===== src/olc_pkg.sv =====
// Package for the office-level ambient light comparator.
// Assumes a host register port on the same clock as the comparator.
package olc_pkg;

    ////////////////////////////////////////////////////////////////////////
    // Register map.
    localparam logic [7:0] OFFICE_THRESHOLD_ADDR = 8'h1d;
    localparam logic [7:0] OFFICE_HYSTERESIS_ADDR = 8'h1e;
    localparam logic [7:0] OFFICE_THRESHOLD_RESET = 8'h00;
    localparam logic [7:0] OFFICE_HYSTERESIS_RESET = 8'h00;
    localparam logic [7:0] UNMAPPED_READ_VALUE = 8'h00;

    ////////////////////////////////////////////////////////////////////////
    // Code scale: one code step is this many nanoamperes of sensor current.
    localparam int STEP_CURRENT_NA = 4300;
    localparam int CODE_WIDTH = 8;
    localparam int SUM_WIDTH = CODE_WIDTH + 1;
    // Largest sum of threshold and hysteresis that software may program.
    localparam logic [CODE_WIDTH-1:0] MAX_LEGAL_CODE = 8'hfa;

    ////////////////////////////////////////////////////////////////////////
    // Backlight modes.
    typedef enum logic [1:0]
    {
        OLC_DAYLIGHT = 2'b00,
        OLC_OFFICE = 2'b01,
        OLC_DARK = 2'b10
    } olc_mode_t;

endpackage


===== src/olc_office_comparator.sv =====
// Office-level ambient light comparator with its two setting registers.
// Assumes the sensor sample, the enable and the dark comparator result all
// come from logic on clk, so none of them is synchronised here.
// The comparator keeps one bit of state, the office decision, and the
// registered backlight mode follows from it with the dark override on top.
// Settings above the recommended range are stored as written; the status
// output only reports them, because the host owns the legal range.
// A sample is acted on only in the cycle its valid strobe is high; between
// samples the last decision stands unless the enable drops.
// The dark input is a level that overrides the mode for as long as it is
// high, but it never touches the office decision itself.
//
// Contract
// - Current below threshold selects office mode.
// - Current above threshold plus hysteresis selects daylight.
// - Threshold is 8-bit code, 4.3 uA steps.
// - Hysteresis is 8-bit code, same scale.
// - Comparison acts only while its enable is set.
// - Dark comparator result overrides office comparator.
module olc_office_comparator
(
    input wire logic clk,
    input wire logic rst,
    input wire logic regWrEn,
    input wire logic regRdEn,
    input wire logic [7:0] regAddr,
    input wire logic [7:0] regWrData,
    output logic [7:0] regRdData_q,
    input wire logic sampleValid,
    input wire logic [olc_pkg::CODE_WIDTH:0] sensorCode,
    input wire logic officeCompareEnable,
    input wire logic darkLevelComparator,
    output logic officeCompareOut_q,
    output olc_pkg::olc_mode_t backlightMode_q,
    output logic settingsIllegal_q
);

    ////////////////////////////////////////////////////////////////////////
    // Setting registers.
    // Both codes share one scale: one step is STEP_CURRENT_NA of sensor current.
    logic [olc_pkg::CODE_WIDTH-1:0] officeThresholdCode_q;
    logic [olc_pkg::CODE_WIDTH-1:0] officeHysteresisCode_q;
    logic [olc_pkg::SUM_WIDTH-1:0] releaseLevel;
    logic officeCompare_d;
    olc_pkg::olc_mode_t backlightMode_d;
    logic thresholdSelected;
    logic hysteresisSelected;
    logic belowTrip;
    logic aboveRelease;
    logic settingsIllegal_d;

    // Widens an 8-bit code to the width of the sum of two codes.
    function automatic logic [olc_pkg::SUM_WIDTH-1:0] widenCode
    (
        input logic [olc_pkg::CODE_WIDTH-1:0] code
    );
        widenCode = {1'b0, code};
    endfunction

    // True when the register address equals the given register's address, with or without a strobe.
    function automatic logic addrMatch
    (
        input logic [7:0] addr,
        input logic [7:0] target
    );
        addrMatch = (addr == target);
    endfunction

    ////////////////////////////////////////////////////////////////////////
    // Address decode shared by the write and read paths.
    assign thresholdSelected = addrMatch(regAddr, olc_pkg::OFFICE_THRESHOLD_ADDR);
    assign hysteresisSelected = addrMatch(regAddr, olc_pkg::OFFICE_HYSTERESIS_ADDR);

    always_ff @(posedge clk or posedge rst)
    begin
        if (rst)
        begin
            officeThresholdCode_q <= olc_pkg::OFFICE_THRESHOLD_RESET;
        end
        else if (regWrEn && thresholdSelected)
        begin
            // Every 8-bit code is stored, including those software should avoid.
            officeThresholdCode_q <= regWrData;
        end
    end

    always_ff @(posedge clk or posedge rst)
    begin
        if (rst)
        begin
            officeHysteresisCode_q <= olc_pkg::OFFICE_HYSTERESIS_RESET;
        end
        else if (regWrEn && hysteresisSelected)
        begin
            officeHysteresisCode_q <= regWrData;
        end
    end

    ////////////////////////////////////////////////////////////////////////
    // Read port: data is registered and stands until the next read.

    always_ff @(posedge clk or posedge rst)
    begin
        if (rst)
        begin
            regRdData_q <= olc_pkg::UNMAPPED_READ_VALUE;
        end
        else if (regRdEn)
        begin
            if (thresholdSelected)
            begin
                regRdData_q <= officeThresholdCode_q;
            end
            else if (hysteresisSelected)
            begin
                regRdData_q <= officeHysteresisCode_q;
            end
            else
            begin
                // Unmapped addresses read as a fixed value.
                regRdData_q <= olc_pkg::UNMAPPED_READ_VALUE;
            end
        end
    end

    ////////////////////////////////////////////////////////////////////////
    // Status flag for settings outside the recommended range.
    always_ff @(posedge clk or posedge rst)
    begin
        if (rst)
        begin
            settingsIllegal_q <= 1'b0;
        end
        else
        begin
            settingsIllegal_q <= settingsIllegal_d;
        end
    end

    // Flags, but does not block, settings the host must avoid. A single code
    // above the limit shows here too, since the sum is at least as large.
    assign settingsIllegal_d = (releaseLevel > widenCode(olc_pkg::MAX_LEGAL_CODE));

    ////////////////////////////////////////////////////////////////////////
    // Comparator with hysteresis.
    // A sample below the threshold asks for office mode and a sample above
    // threshold plus hysteresis asks for daylight. Samples in the band between,
    // either edge included, leave the decision alone, so a light level that
    // wanders near one edge cannot make the backlight flicker.
    // The sum is one bit wider so that illegal settings cannot wrap around.
    assign releaseLevel = widenCode(officeThresholdCode_q) + widenCode(officeHysteresisCode_q);
    assign belowTrip = (sensorCode < widenCode(officeThresholdCode_q));
    assign aboveRelease = (sensorCode > releaseLevel);

    always_comb
    begin
        officeCompare_d = officeCompareOut_q;
        // A disabled comparator forgets its decision, so re-enabling it
        // starts from daylight until the first sample arrives.
        if (!officeCompareEnable)
        begin
            officeCompare_d = 1'b0;
        end
        else if (sampleValid)
        begin
            if (belowTrip)
            begin
                officeCompare_d = 1'b1;
            end
            else if (aboveRelease)
            begin
                officeCompare_d = 1'b0;
            end
            else
            begin
                officeCompare_d = officeCompareOut_q;
            end
        end
    end

    always_ff @(posedge clk or posedge rst)
    begin
        if (rst)
        begin
            officeCompareOut_q <= 1'b0;
        end
        else
        begin
            officeCompareOut_q <= officeCompare_d;
        end
    end

    ////////////////////////////////////////////////////////////////////////
    // Backlight mode selection.
    // The mode follows the next office decision so that it lands on the same
    // edge as the comparator output; the dark request wins over both office
    // and daylight while it is present.
    always_comb
    begin
        if (darkLevelComparator)
        begin
            backlightMode_d = olc_pkg::OLC_DARK;
        end
        else if (officeCompare_d)
        begin
            backlightMode_d = olc_pkg::OLC_OFFICE;
        end
        else
        begin
            backlightMode_d = olc_pkg::OLC_DAYLIGHT;
        end
    end

    always_ff @(posedge clk or posedge rst)
    begin
        if (rst)
        begin
            backlightMode_q <= olc_pkg::OLC_DAYLIGHT;
        end
        else
        begin
            backlightMode_q <= backlightMode_d;
        end
    end

endmodule


===== config.mk =====
export PLATFORM = sky130hd
export DESIGN_NAME = olc_office_comparator
export DESIGN_NICKNAME = d
export VERILOG_FILES = /design/src/olc_pkg.sv /design/src/olc_office_comparator.sv
export SDC_FILE = /design/constraint.sdc
export NUM_CORES = 1
export LEC_CHECK = 0
export ABC_AREA = 1
export BUFFER_PORTS_ARGS = -buffer_cell sky130_fd_sc_hd__buf_2
export CORE_MARGIN = 5
export CORE_UTILIZATION = 45
export DETAILED_ROUTE_END_ITERATION = 8
export PLACE_DENSITY = 0.68
export RECOVER_POWER = 100
export SYNTH_ARGS = -nofsm -noshare
export SYNTH_HDL_FRONTEND = slang
export SYNTH_SLANG_ARGS = --single-unit

===== constraint.sdc =====
create_clock -name clk -period 7.85 [get_ports clk]
set_clock_uncertainty 0.1 [all_clocks]
set_input_delay 0.785 -clock clk [delete_from_list [all_inputs] [get_ports clk]]
set_output_delay 0.785 -clock clk [all_outputs]
set_load 0.01 [all_outputs]

==> impl_metrics.py, run 1 <==
metrics = {
    "yosys": {
        "async_flop_share_pct": 100,
        "syn_nets": 305,
        "synth-edff-count": 0,
        "syn_area_um2": 1980,
        "postSynthAreaPerCell_um2": 7.97,
        "synth_cell_type_count": 33,
        "synth-warning-count": 0,
        "synthCells": 248,
        "synth-main-ff-cell": "dfrtp_1",
        "ys_ff_latch": 28,
        "ys_seq_area_share_pct": 35.5,
    },
    "power": {
        "p_sw_mw": 0.137,
        "p_per_area_nw_per_um2": 187,
        "combPwrFrac_pct": 32.3,
        "switching_share_pct": 33.0,
        "ir_worst_vdd_uv": 123,
        "pwr-share-seq_pct": 39.2,
        "finalPower_mw": 0.416,
        "pwr-share-clk_pct": 28.4,
        "p_int_mw": 0.279,
        "p_leak_nw": 1.21,
    },
    "sta": {
        "fin_ws_ns": 4.54,
        "finalSetupViolations": 0,
        "maxSlewHeadroom_pct": 10.3,
        "hold_violations": 0,
        "finalCritPeriodShare_pct": 42.2,
        "finalMaxSlewViolations": 0,
        "fin_tns_setup_ns": 0,
        "fmax_mhz": 302,
        "rsz0062_at_grt": "false",
        "tightest_slew_ns": 1.33,
        "fin_crit_ns": 3.31,
    },
    "clock_tree": {
        "postCtsSetupRepairBufs": 0,
        "cts_tree": "yes",
        "cts_buffers": 3,
        "clk_pin_slew_ns": 0.11,
        "root_buffer": "clkbuf_8",
        "htreeDepth": 1,
        "ctsResizeCount": 0,
        "postCtsHoldBufs": 0,
        "clock-sinks": 28,
        "clkLatencyLatePin_ns": 0.28,
        "cts_buffer_depth": 2,
    },
    "global_route": {
        "grt_pass1_vias": 1749,
        "track_usage_pct": 15.7,
        "grt_pass1_wl_um": 7720,
        "grt_overflow": 0,
        "grt_max_degree": 29,
        "antenna_found_initial": 0,
    },
    "finish": {
        "fill_cells": 452,
        "seqCellArea_um2": 701,
        "area_delta_synth_final_pct": 12.5,
        "finalNonFillerCells": 340,
        "layout.nets": 346,
        "multi_input_area_um2": 1070,
        "antenna_cells": 0,
        "layout_common_cells": "nand2_1, inv_1, buf_2, dfrtp_1, ha_1",
        "final_common_cell": "nand2_1",
        "drive_gt1_share_pct": 14.6,
    },
    "setup_path": {
        "r2r-end": "backlightMode_q[0]",
        "reg2reg_from": "officeThresholdCode_q[0]",
        "critical_path_peak_fanout": 16,
        "startpoint": "regAddr[5]",
        "end_kind": "flip-flop",
        "r2r_slack_ns": 4.93,
        "crit_required_ns": 7.92,
        "worstPathArrival_ns": 3.38,
        "worstRegToRegCells": 19,
        "start_kind": "primary input",
        "path_class": "primary input to flip-flop",
    },
    "die": {
        "dieArea_um2": 5820,
        "core-area_um2": 4290,
        "fp.dieH_um": 76.3,
        "placementRows": 24,
        "start_util_pct": 46.0,
        "num_io_pins": 44,
        "die_w_um": 76.3,
    },
    "drt": {
        "viasPerCell": 5.00,
        "routed_wl_um": 4350,
        "wl_per_cell_um": 12.8,
        "drcViolationCount": 0,
        "vias": 1700,
        "drt_iter0_drc": 90,
        "dr.pass1.iters": 4,
        "ant_nets": 0,
    },
    "worst_hold_path": {
        "min_from": "officeHysteresisCode_q[3]",
        "hold_class": "flip-flop to flip-flop",
        "min_delay_path_depth": 2,
        "whs_endpoint": "officeHysteresisCode_q[3]",
    },
    "placement": {
        "dp_cells": 336,
        "place_hpwl_um": 3440,
        "portBuffers": 43,
        "post-place-ws_ns": 4.96,
        "gp_congestion": 0.781,
    },
    "flow_run": {
        "max_cap_violations": 0,
    },
    "outcome": {
        "outcome": "finished, final reports clean",
    },
}
[power by group through the flow]
stage	clock, mW	sequential [mW]	combinational [mW]
6_report	0.118	0.163	0.135
5_1_grt	0.126	0.165	0.160
4_1_cts	0.118	0.163	0.140
3_5_place_dp	0	0.166	0.139
3_3_place_gp	0	0.166	0.136
2_1_floorplan	0	0.167	0.0990
[critical path, cell delays in order]
cell	delay (ns)
buf_2	0.09
nor4_1	1.10
and2_0	0.76
nand2_1	0.40
nor2_1	0.18
a21oi_1	0.05
[state kept, by name, indices dropped and copies added, names as in the netlist]
name,cells
regRdData_q,8
officeCompareOut_q,1
officeHysteresisCode_q,8
backlightMode_q,2
settingsIllegal_q,1
officeThresholdCode_q,8
[routing by layer]
metal | vias to the layer above | track usage [%] | share of wire, %
li1 | 897 | - | -
met1 | 769 | 20.8 | 48
met2 | 32 | 26.9 | 48
met3 | 2 | 2.84 | 3.6
met4 | 0 | 2.62 | 0.41
met5 | - | 0 | 0
[worst max-delay path by stage]
| stage | slack [ns] | cells past startpoint | end |
|---|---|---|---|
| after global routing | 4.24 | 6 | officeHysteresisCode_q[6] |
| after floorplan | 5.32 | 19 | backlightMode_q[0] |
| after CTS | 4.92 | 19 | backlightMode_q[0] |
| after detailed placement | 4.96 | 19 | backlightMode_q[0] |
| final | 4.54 | 6 | officeHysteresisCode_q[1] |
| after global placement | 4.95 | 19 | backlightMode_q[0] |
[cell usage after synthesis (2+ instances only)]
cell type | count | area share [%]
a31oi_1 | 6 | 1.9
clkbuf_1 | 2 | 0.38
o21ai_0 | 2 | 0.51
xor2_1 | 2 | 0.89
a21oi_1 | 11 | 2.8
buf_6 | 2 | 1.1
nand3b_1 | 3 | 1.1
nand2_1 | 70 | 13
dfrtp_1 | 28 | 35
nor2_1 | 16 | 3.0
xnor2_1 | 2 | 0.89
ha_1 | 24 | 15
nand4_1 | 3 | 0.95
inv_2 | 2 | 0.38
nand3_1 | 17 | 4.3
a31oi_2 | 3 | 1.9
inv_1 | 30 | 5.7
nand2_2 | 3 | 0.95
o21ai_1 | 8 | 2.0
[metrics by stage]
| step | area (um^2) | util [%] | hold slack, ns |
|---|---|---|---|
| 2_1_floorplan | 1980 | - | 0.368 |
| 3_3_place_gp | 2190 | 51.1 | 0.394 |
| 3_5_place_dp | 2190 | 51.1 | 0.392 |
| 4_1_cts | 2270 | 52.8 | 0.417 |
| 5_1_grt | 2220 | 51.7 | 0.464 |
| 6_report | 2220 | 51.7 | 0.416 |
[layout make-up]
type | count | share of cell area, %
multi-input combinational | 181 | 48.0
timing repair buffer | 43 | 8.95
inverter | 32 | 5.41
clock buffer | 3 | 1.86
clock inverter | 1 | 1.35
tap | 52 | 2.93
sequential | 28 | 31.5
[cell families after synthesis]
logic type / synth area share (%)
compound gates: 10.3
xor+xnor: 1.77
fa+ha+maj: 16.2
buf+inv: 9.18
flops: 35.5
simple gates: 27.0
Power figures use the tool's default switching activity.
==> run 2, diff against run 1 <==
--- a/config.mk
+++ b/config.mk
@@ -10,7 +10,7 @@
 export CORE_MARGIN = 5
 export CORE_UTILIZATION = 45
 export DETAILED_ROUTE_END_ITERATION = 8
-export PLACE_DENSITY = 0.68
+export PLACE_DENSITY = 0.71
 export RECOVER_POWER = 100
 export SYNTH_ARGS = -nofsm -noshare
 export SYNTH_HDL_FRONTEND = slang
==> constraint.sdc (replaced) <==
create_clock -name clk -period 2.8 [get_ports clk]
set_clock_uncertainty 0.1 [all_clocks]
set_input_delay 0.28 -clock clk [delete_from_list [all_inputs] [get_ports clk]]
set_output_delay 0.28 -clock clk [all_outputs]
set_load 0.01 [all_outputs]
==> impl_metrics.py, run 2 (same netlist as run 1, synthesis figures left out) <==
metrics = {
    "worst_hold_path": {
        "hold_class": "primary input to flip-flop",
        "min_delay_path_depth": 1,
        "min_from": "darkLevelComparator",
        "whs_endpoint": "backlightMode_q[1]",
    },
    "finish": {
        "finalNonFillerCells": 351,
        "fin_util_pct": 54.6,
        "drive_gt1_share_pct": 20.1,
        "layout_common_cells": "nand2_1, buf_2, inv_1, dfrtp_1, ha_1",
        "area_delta_synth_final_pct": 18.6,
        "final_common_cell": "nand2_1",
        "top_regs": "officeHysteresisCode_q x8, officeThresholdCode_q x8, regRdData_q x8",
        "layout.nets": 357,
        "antenna_cells": 0,
    },
    "placement": {
        "dp_cells": 341,
        "post-place-ws_ns": 0.0423,
        "place_hpwl_um": 3550,
        "portBuffers": 43,
        "gp_congestion": 0.813,
    },
    "drt": {
        "routedLengthMet1_um": 2170,
        "drt_iter0_drc": 125,
        "ant_nets": 0,
        "wl_per_cell_um": 13.5,
        "routed_wl_um": 4730,
        "drcViolationCount": 0,
        "dr.pass1.iters": 4,
        "top_layer_used": "met4",
        "viasPerCell": 5.15,
        "met3_length_um": 161,
        "wl_met2_um": 2330,
        "vias": 1807,
    },
    "setup_path": {
        "path_class": "flip-flop to flip-flop",
        "cp_cell_sequence": "ha_2 > inv_2 > fa_2 > inv_2 > nand4_1 > o211ai_1 > nand2_1 > nand2_1 > a21oi_2 > ha_1 > nand2_2 > nor2_4 > nand3b_1 > nand4_1 > nand2_1 > nand2_1 > nand2_1 > nand2_1 > nor2_1",
        "worstPathArrival_ns": 2.87,
        "crit_required_ns": 2.89,
        "critical_path_peak_fanout": 4,
        "critPathSlowestCell": "dfrtp_1",
        "reg2reg_from": "officeThresholdCode_q[0]",
        "cp_common_cell": "nand2_1",
        "cpLargestDelayFamily": "simple AND/OR/NAND/NOR gates",
        "cp.depth": 19,
        "worst-path-buf-inv": 2,
        "start_kind": "flip-flop",
        "r2r-end": "backlightMode_q[0]",
        "slowest_delay_ns": 0.41,
        "worstRegToRegCells": 19,
        "end_kind": "flip-flop",
        "r2r_slack_ns": 0.02,
    },
    "sta": {
        "fmax_mhz": 359,
        "finalSetupViolations": 0,
        "finalCritPeriodShare_pct": 99.4,
        "rsz0062_at_grt": "true",
        "finalMaxSlewViolations": 29,
        "fin_tns_setup_ns": 0,
        "fin_crit_ns": 2.78,
        "fin_ws_ns": 0.0163,
        "maxSlewHeadroom_pct": -3.22,
        "hold_violations": 0,
        "tightest_slew_ns": 1.55,
    },
    "clock_tree": {
        "cts_tree": "yes",
        "root_buffer": "clkbuf_8",
        "clkLatencyLatePin_ns": 0.28,
        "cts_buffers": 3,
        "htreeDepth": 1,
        "clock-sinks": 28,
        "cts_buffer_depth": 2,
        "clk_pin_slew_ns": 0.10,
    },
    "die": {
        "dieArea_um2": 5820,
        "core-area_um2": 4290,
        "fp.dieH_um": 76.3,
        "placementRows": 24,
        "num_io_pins": 44,
        "die_w_um": 76.3,
        "start_util_pct": 46.0,
    },
    "power": {
        "p_per_area_nw_per_um2": 537,
        "pwr-share-seq_pct": 36.3,
        "ir_worst_vdd_uv": 235,
        "p_int_mw": 0.830,
        "finalPower_mw": 1.26,
        "p_sw_mw": 0.428,
        "combPwrFrac_pct": 37.3,
        "switching_share_pct": 34.0,
        "p_leak_nw": 1.25,
        "pwr-share-clk_pct": 26.4,
    },
    "global_route": {
        "track_usage_pct": 15.9,
        "grt_pass1_wl_um": 7770,
        "grt_max_degree": 29,
        "grt_overflow": 0,
        "grt_pass1_vias": 1779,
        "antenna_found_initial": 0,
    },
    "flow_run": {
        "max_cap_violations": 1,
    },
    "outcome": {
        "violations": "max-capacitance violations, max-slew violations",
        "outcome": "finished with violations",
    },
}
run 2: what timing repair did:
item / in CTS / in global routing
hold endpoints to repair: 28 / 0
endpoints found under the setup margin: 0 / 2
gates resized for setup: 0 / 11
hold buffers: 1 / 0
setup buffers: 0 / 5
run 2: how the worst max path moves through the flow:
stage / start / end / slack (ns)
CTS: officeThresholdCode_q[0] / backlightMode_q[0] / 0.01
floorplan: officeThresholdCode_q[0] / backlightMode_q[0] / 0.27
global placement: officeThresholdCode_q[0] / backlightMode_q[0] / 0.15
detailed placement: officeThresholdCode_q[0] / backlightMode_q[0] / 0.04
finish: officeThresholdCode_q[0] / backlightMode_q[0] / 0.02
global route: officeThresholdCode_q[0] / officeCompareOut_q / -0.14
run 2: final cells by class:
type | instances | area (um^2)
well taps | 52 | 65.1
fillers | 417 | 1950
repair buffers | 54 | 270
clock inverters | 1 | 30.0
flip-flops and latches | 28 | 701
clock buffers | 3 | 41.3
multi-input cells | 181 | 1120
inverters | 32 | 120
run 2: stage by stage:
step / hold slack, ns / area (um^2)
after floorplan: 0.211 / 1980
after CTS: 0.0208 / 2310
after detailed placement: 0.271 / 2230
after global placement: 0.267 / 2230
after global routing: 0.0190 / 2340
final: 0.0237 / 2340
run 2: power by group through the flow:
stage	sequential, mW	clock (mW)	combinational (mW)
3_5_place_dp	0.464	0	0.391
3_3_place_gp	0.463	0	0.385
5_1_grt	0.462	0.353	0.533
6_report	0.457	0.332	0.469
4_1_cts	0.456	0.335	0.398
2_1_floorplan	0.469	0	0.278
run 2: worst reg2reg max path: stages, from the launching register on:
cell	delay, ns
dfrtp_1	0.41
ha_2	0.22
inv_2	0.04
fa_2	0.36
inv_2	0.07
nand4_1	0.11
o211ai_1	0.13
nand2_1	0.11
nand2_1	0.09
a21oi_2	0.07
ha_1	0.32
nand2_2	0.08
nor2_4	0.11
nand3b_1	0.10
nand4_1	0.09
nand2_1	0.05
nand2_1	0.05
nand2_1	0.04
nand2_1	0.08
nor2_1	0.05
run 2: routing by layer:
metal  up-vias  track usage (%)
met4         0             5.24
met3         5             2.01
met2        39             27.1
li1        918                -
met1       845             20.7
met5         -                0
==> run 3, diff against run 2 <==
--- a/config.mk
+++ b/config.mk
@@ -9,9 +9,11 @@
 export BUFFER_PORTS_ARGS = -buffer_cell sky130_fd_sc_hd__buf_2
 export CORE_MARGIN = 5
 export CORE_UTILIZATION = 45
+export CTS_BUF_LIST = sky130_fd_sc_hd__clkbuf_8
 export DETAILED_ROUTE_END_ITERATION = 8
 export PLACE_DENSITY = 0.71
 export RECOVER_POWER = 100
+export SETUP_SLACK_MARGIN = 0.02
 export SYNTH_ARGS = -nofsm -noshare
 export SYNTH_HDL_FRONTEND = slang
 export SYNTH_SLANG_ARGS = --single-unit
==> constraint.sdc (replaced) <==
create_clock -name clk -period 2.3 [get_ports clk]
set_clock_uncertainty 0.1 [all_clocks]
set_input_delay 0.23 -clock clk [delete_from_list [all_inputs] [get_ports clk]]
set_output_delay 0.23 -clock clk [all_outputs]
set_load 0.01 [all_outputs]
==> impl_metrics.py, run 3 (same netlist as run 1, synthesis figures left out) <==
metrics = {
    "global_route": {
        "grt_overflow": 0,
        "track_usage_pct": 17.1,
        "grt_max_degree": 29,
        "grt_pass1_wl_um": 8330,
        "grt_pass1_vias": 1885,
        "antenna_found_initial": 0,
    },
    "finish": {
        "top_regs": "officeHysteresisCode_q x8, officeThresholdCode_q x8, regRdData_q x8",
        "area_delta_synth_final_pct": 28.6,
        "antenna_cells": 0,
        "drive_gt1_share_pct": 27.4,
        "layout.nets": 379,
        "fin_area_um2": 2540,
        "layout_common_cells": "nand2_1, buf_2, dfrtp_1, buf_4, inv_1",
        "finalNonFillerCells": 373,
        "final_common_cell": "nand2_1",
    },
    "drt": {
        "drcViolationCount": 0,
        "dr.pass1.iters": 4,
        "wl_per_cell_um": 13.0,
        "vias": 1834,
        "ant_nets": 0,
        "viasPerCell": 4.92,
        "routed_wl_um": 4830,
        "drt_iter0_drc": 84,
    },
    "worst_hold_path": {
        "min_from": "officeCompareEnable",
        "hold_class": "primary input to flip-flop",
    },
    "outcome": {
        "violations": "negative setup slack",
        "outcome": "finished with violations",
    },
    "power": {
        "switching_share_pct": 33.5,
        "pwr-share-seq_pct": 34.6,
        "pwr-share-clk_pct": 25.4,
        "p_int_mw": 1.06,
        "p_per_area_nw_per_um2": 628,
        "ir_worst_vdd_uv": 325,
        "finalPower_mw": 1.59,
        "p_leak_nw": 1.37,
        "p_sw_mw": 0.533,
        "combPwrFrac_pct": 40.0,
    },
    "sta": {
        "fmax_mhz": 390,
        "tightest_slew_ns": 0.926,
        "fin_crit_ns": 2.57,
        "finalMaxSlewViolations": 0,
        "hold_violations": 0,
        "finalSetupViolations": 2,
        "maxSlewHeadroom_pct": 37.7,
        "fin_tns_setup_ns": -0.531,
        "fin_ws_ns": -0.266,
        "rsz0062_at_grt": "true",
        "finalCritPeriodShare_pct": 112,
    },
    "clock_tree": {
        "htreeDepth": 1,
        "clock-sinks": 28,
        "cts_tree": "yes",
        "cts_buffers": 3,
        "clkLatencyLatePin_ns": 0.28,
        "clk_pin_slew_ns": 0.11,
        "cts_buffer_depth": 2,
        "root_buffer": "clkbuf_8",
    },
    "die": {
        "num_io_pins": 44,
        "core-area_um2": 4290,
        "die_w_um": 76.3,
        "dieArea_um2": 5820,
        "start_util_pct": 46.0,
        "fp.dieH_um": 76.3,
        "placementRows": 24,
    },
    "setup_path": {
        "startpoint": "officeThresholdCode_q[0]",
        "worstPathArrival_ns": 2.65,
        "path_class": "flip-flop to flip-flop",
        "end_kind": "flip-flop",
        "start_kind": "flip-flop",
        "reg2reg_from": "officeThresholdCode_q[0]",
        "critical_path_peak_fanout": 3,
        "crit_required_ns": 2.39,
    },
    "flow_run": {
        "max_cap_violations": 0,
    },
    "placement": {
        "post-place-ws_ns": -0.313,
        "gp_congestion": 0.814,
        "place_hpwl_um": 3840,
        "portBuffers": 43,
        "place_area_um2": 2410,
        "dp_cells": 363,
    },
}
==> run 3: cell types whose count changed in the layout (fill, tap and decap cells not counted), sizes merged <==
cell / delta
clkbuf: -2
buf: +23
dlygate4sd3: +1
==> run 3: area by class of cell <==
cell class / instances / area [um^2]
Inverter: 32 / 120
Timing Repair Buffer: 76 / 445
Fill cell: 400 / 1750
Multi-Input combinational cell: 181 / 1140
Tap cell: 52 / 65.1
Clock buffer: 3 / 41.3
Sequential cell: 28 / 701
Clock inverter: 1 / 30.0
==> run 3: worst paths after layout <==
check                                             to  slack, ns  cells past startpoint
setup / recovery                  backlightMode_q[0]      -0.27                     19
hold / removal                    officeCompareOut_q       0.06                      3
setup reg to reg                  backlightMode_q[0]      -0.27                     19
hold reg to reg                       regRdData_q[4]       0.44                      2
max in group asynchronous  officeHysteresisCode_q[1]       1.07                      4
min in group asynchronous          settingsIllegal_q       0.58                      4
==> run 3: metrics by stage <==
step / util [%] / hold WS, ns
2_1_floorplan: - / 0.161
3_3_place_gp: 56.1 / 0.215
3_5_place_dp: 56.1 / 0.224
4_1_cts: 58.7 / 0.0714
5_1_grt: 59.1 / 0.0686
6_report: 59.1 / 0.0649
==> run 3: power by group through the flow <==
| stage | logic [mW] | registers, mW | clock network (mW) |
|---|---|---|---|
| 2_1_floorplan | 0.348 | 0.571 | 0 |
| 3_3_place_gp | 0.541 | 0.558 | 0 |
| 3_5_place_dp | 0.560 | 0.560 | 0 |
| 4_1_cts | 0.583 | 0.550 | 0.409 |
| 5_1_grt | 0.727 | 0.558 | 0.424 |
| 6_report | 0.637 | 0.551 | 0.405 |
==> run 3: critical path: stages (launching register included) <==
cell and delay [ns]:
dfrtp_1 0.37, ha_2 0.19, inv_2 0.04, fa_2 0.36, inv_2 0.06, nand4_1 0.10
o211ai_1 0.10, nand2_1 0.10, nand2_2 0.10, a21oi_4 0.07, ha_4 0.29, nand2_4 0.05
nor2_4 0.10, nand3b_1 0.09, nand4_1 0.07, nand2_1 0.05, nand2_1 0.05, nand2_1 0.06
nand2_2 0.09, nor2_2 0.04
==> run 3: repair_timing <==
| action | CTS | global route |
|---|---|---|
| hold buffers | 2 | 0 |
| endpoints found under the hold margin | 29 | 0 |
| buffers inserted | 3 | 1 |
| resized for setup | 0 | 12 |
| setup endpoints to repair | 2 | 2 |
| pin swaps | 7 | 11 |
==> run 3: layer usage <==
layer	global-route usage, %	up-vias	part of all wire (%)
li1	-	962	-
met4	5.42	0	1.5
met2	30.0	29	51
met3	1.77	6	3.1
met1	21.8	837	45
met5	0	-	0
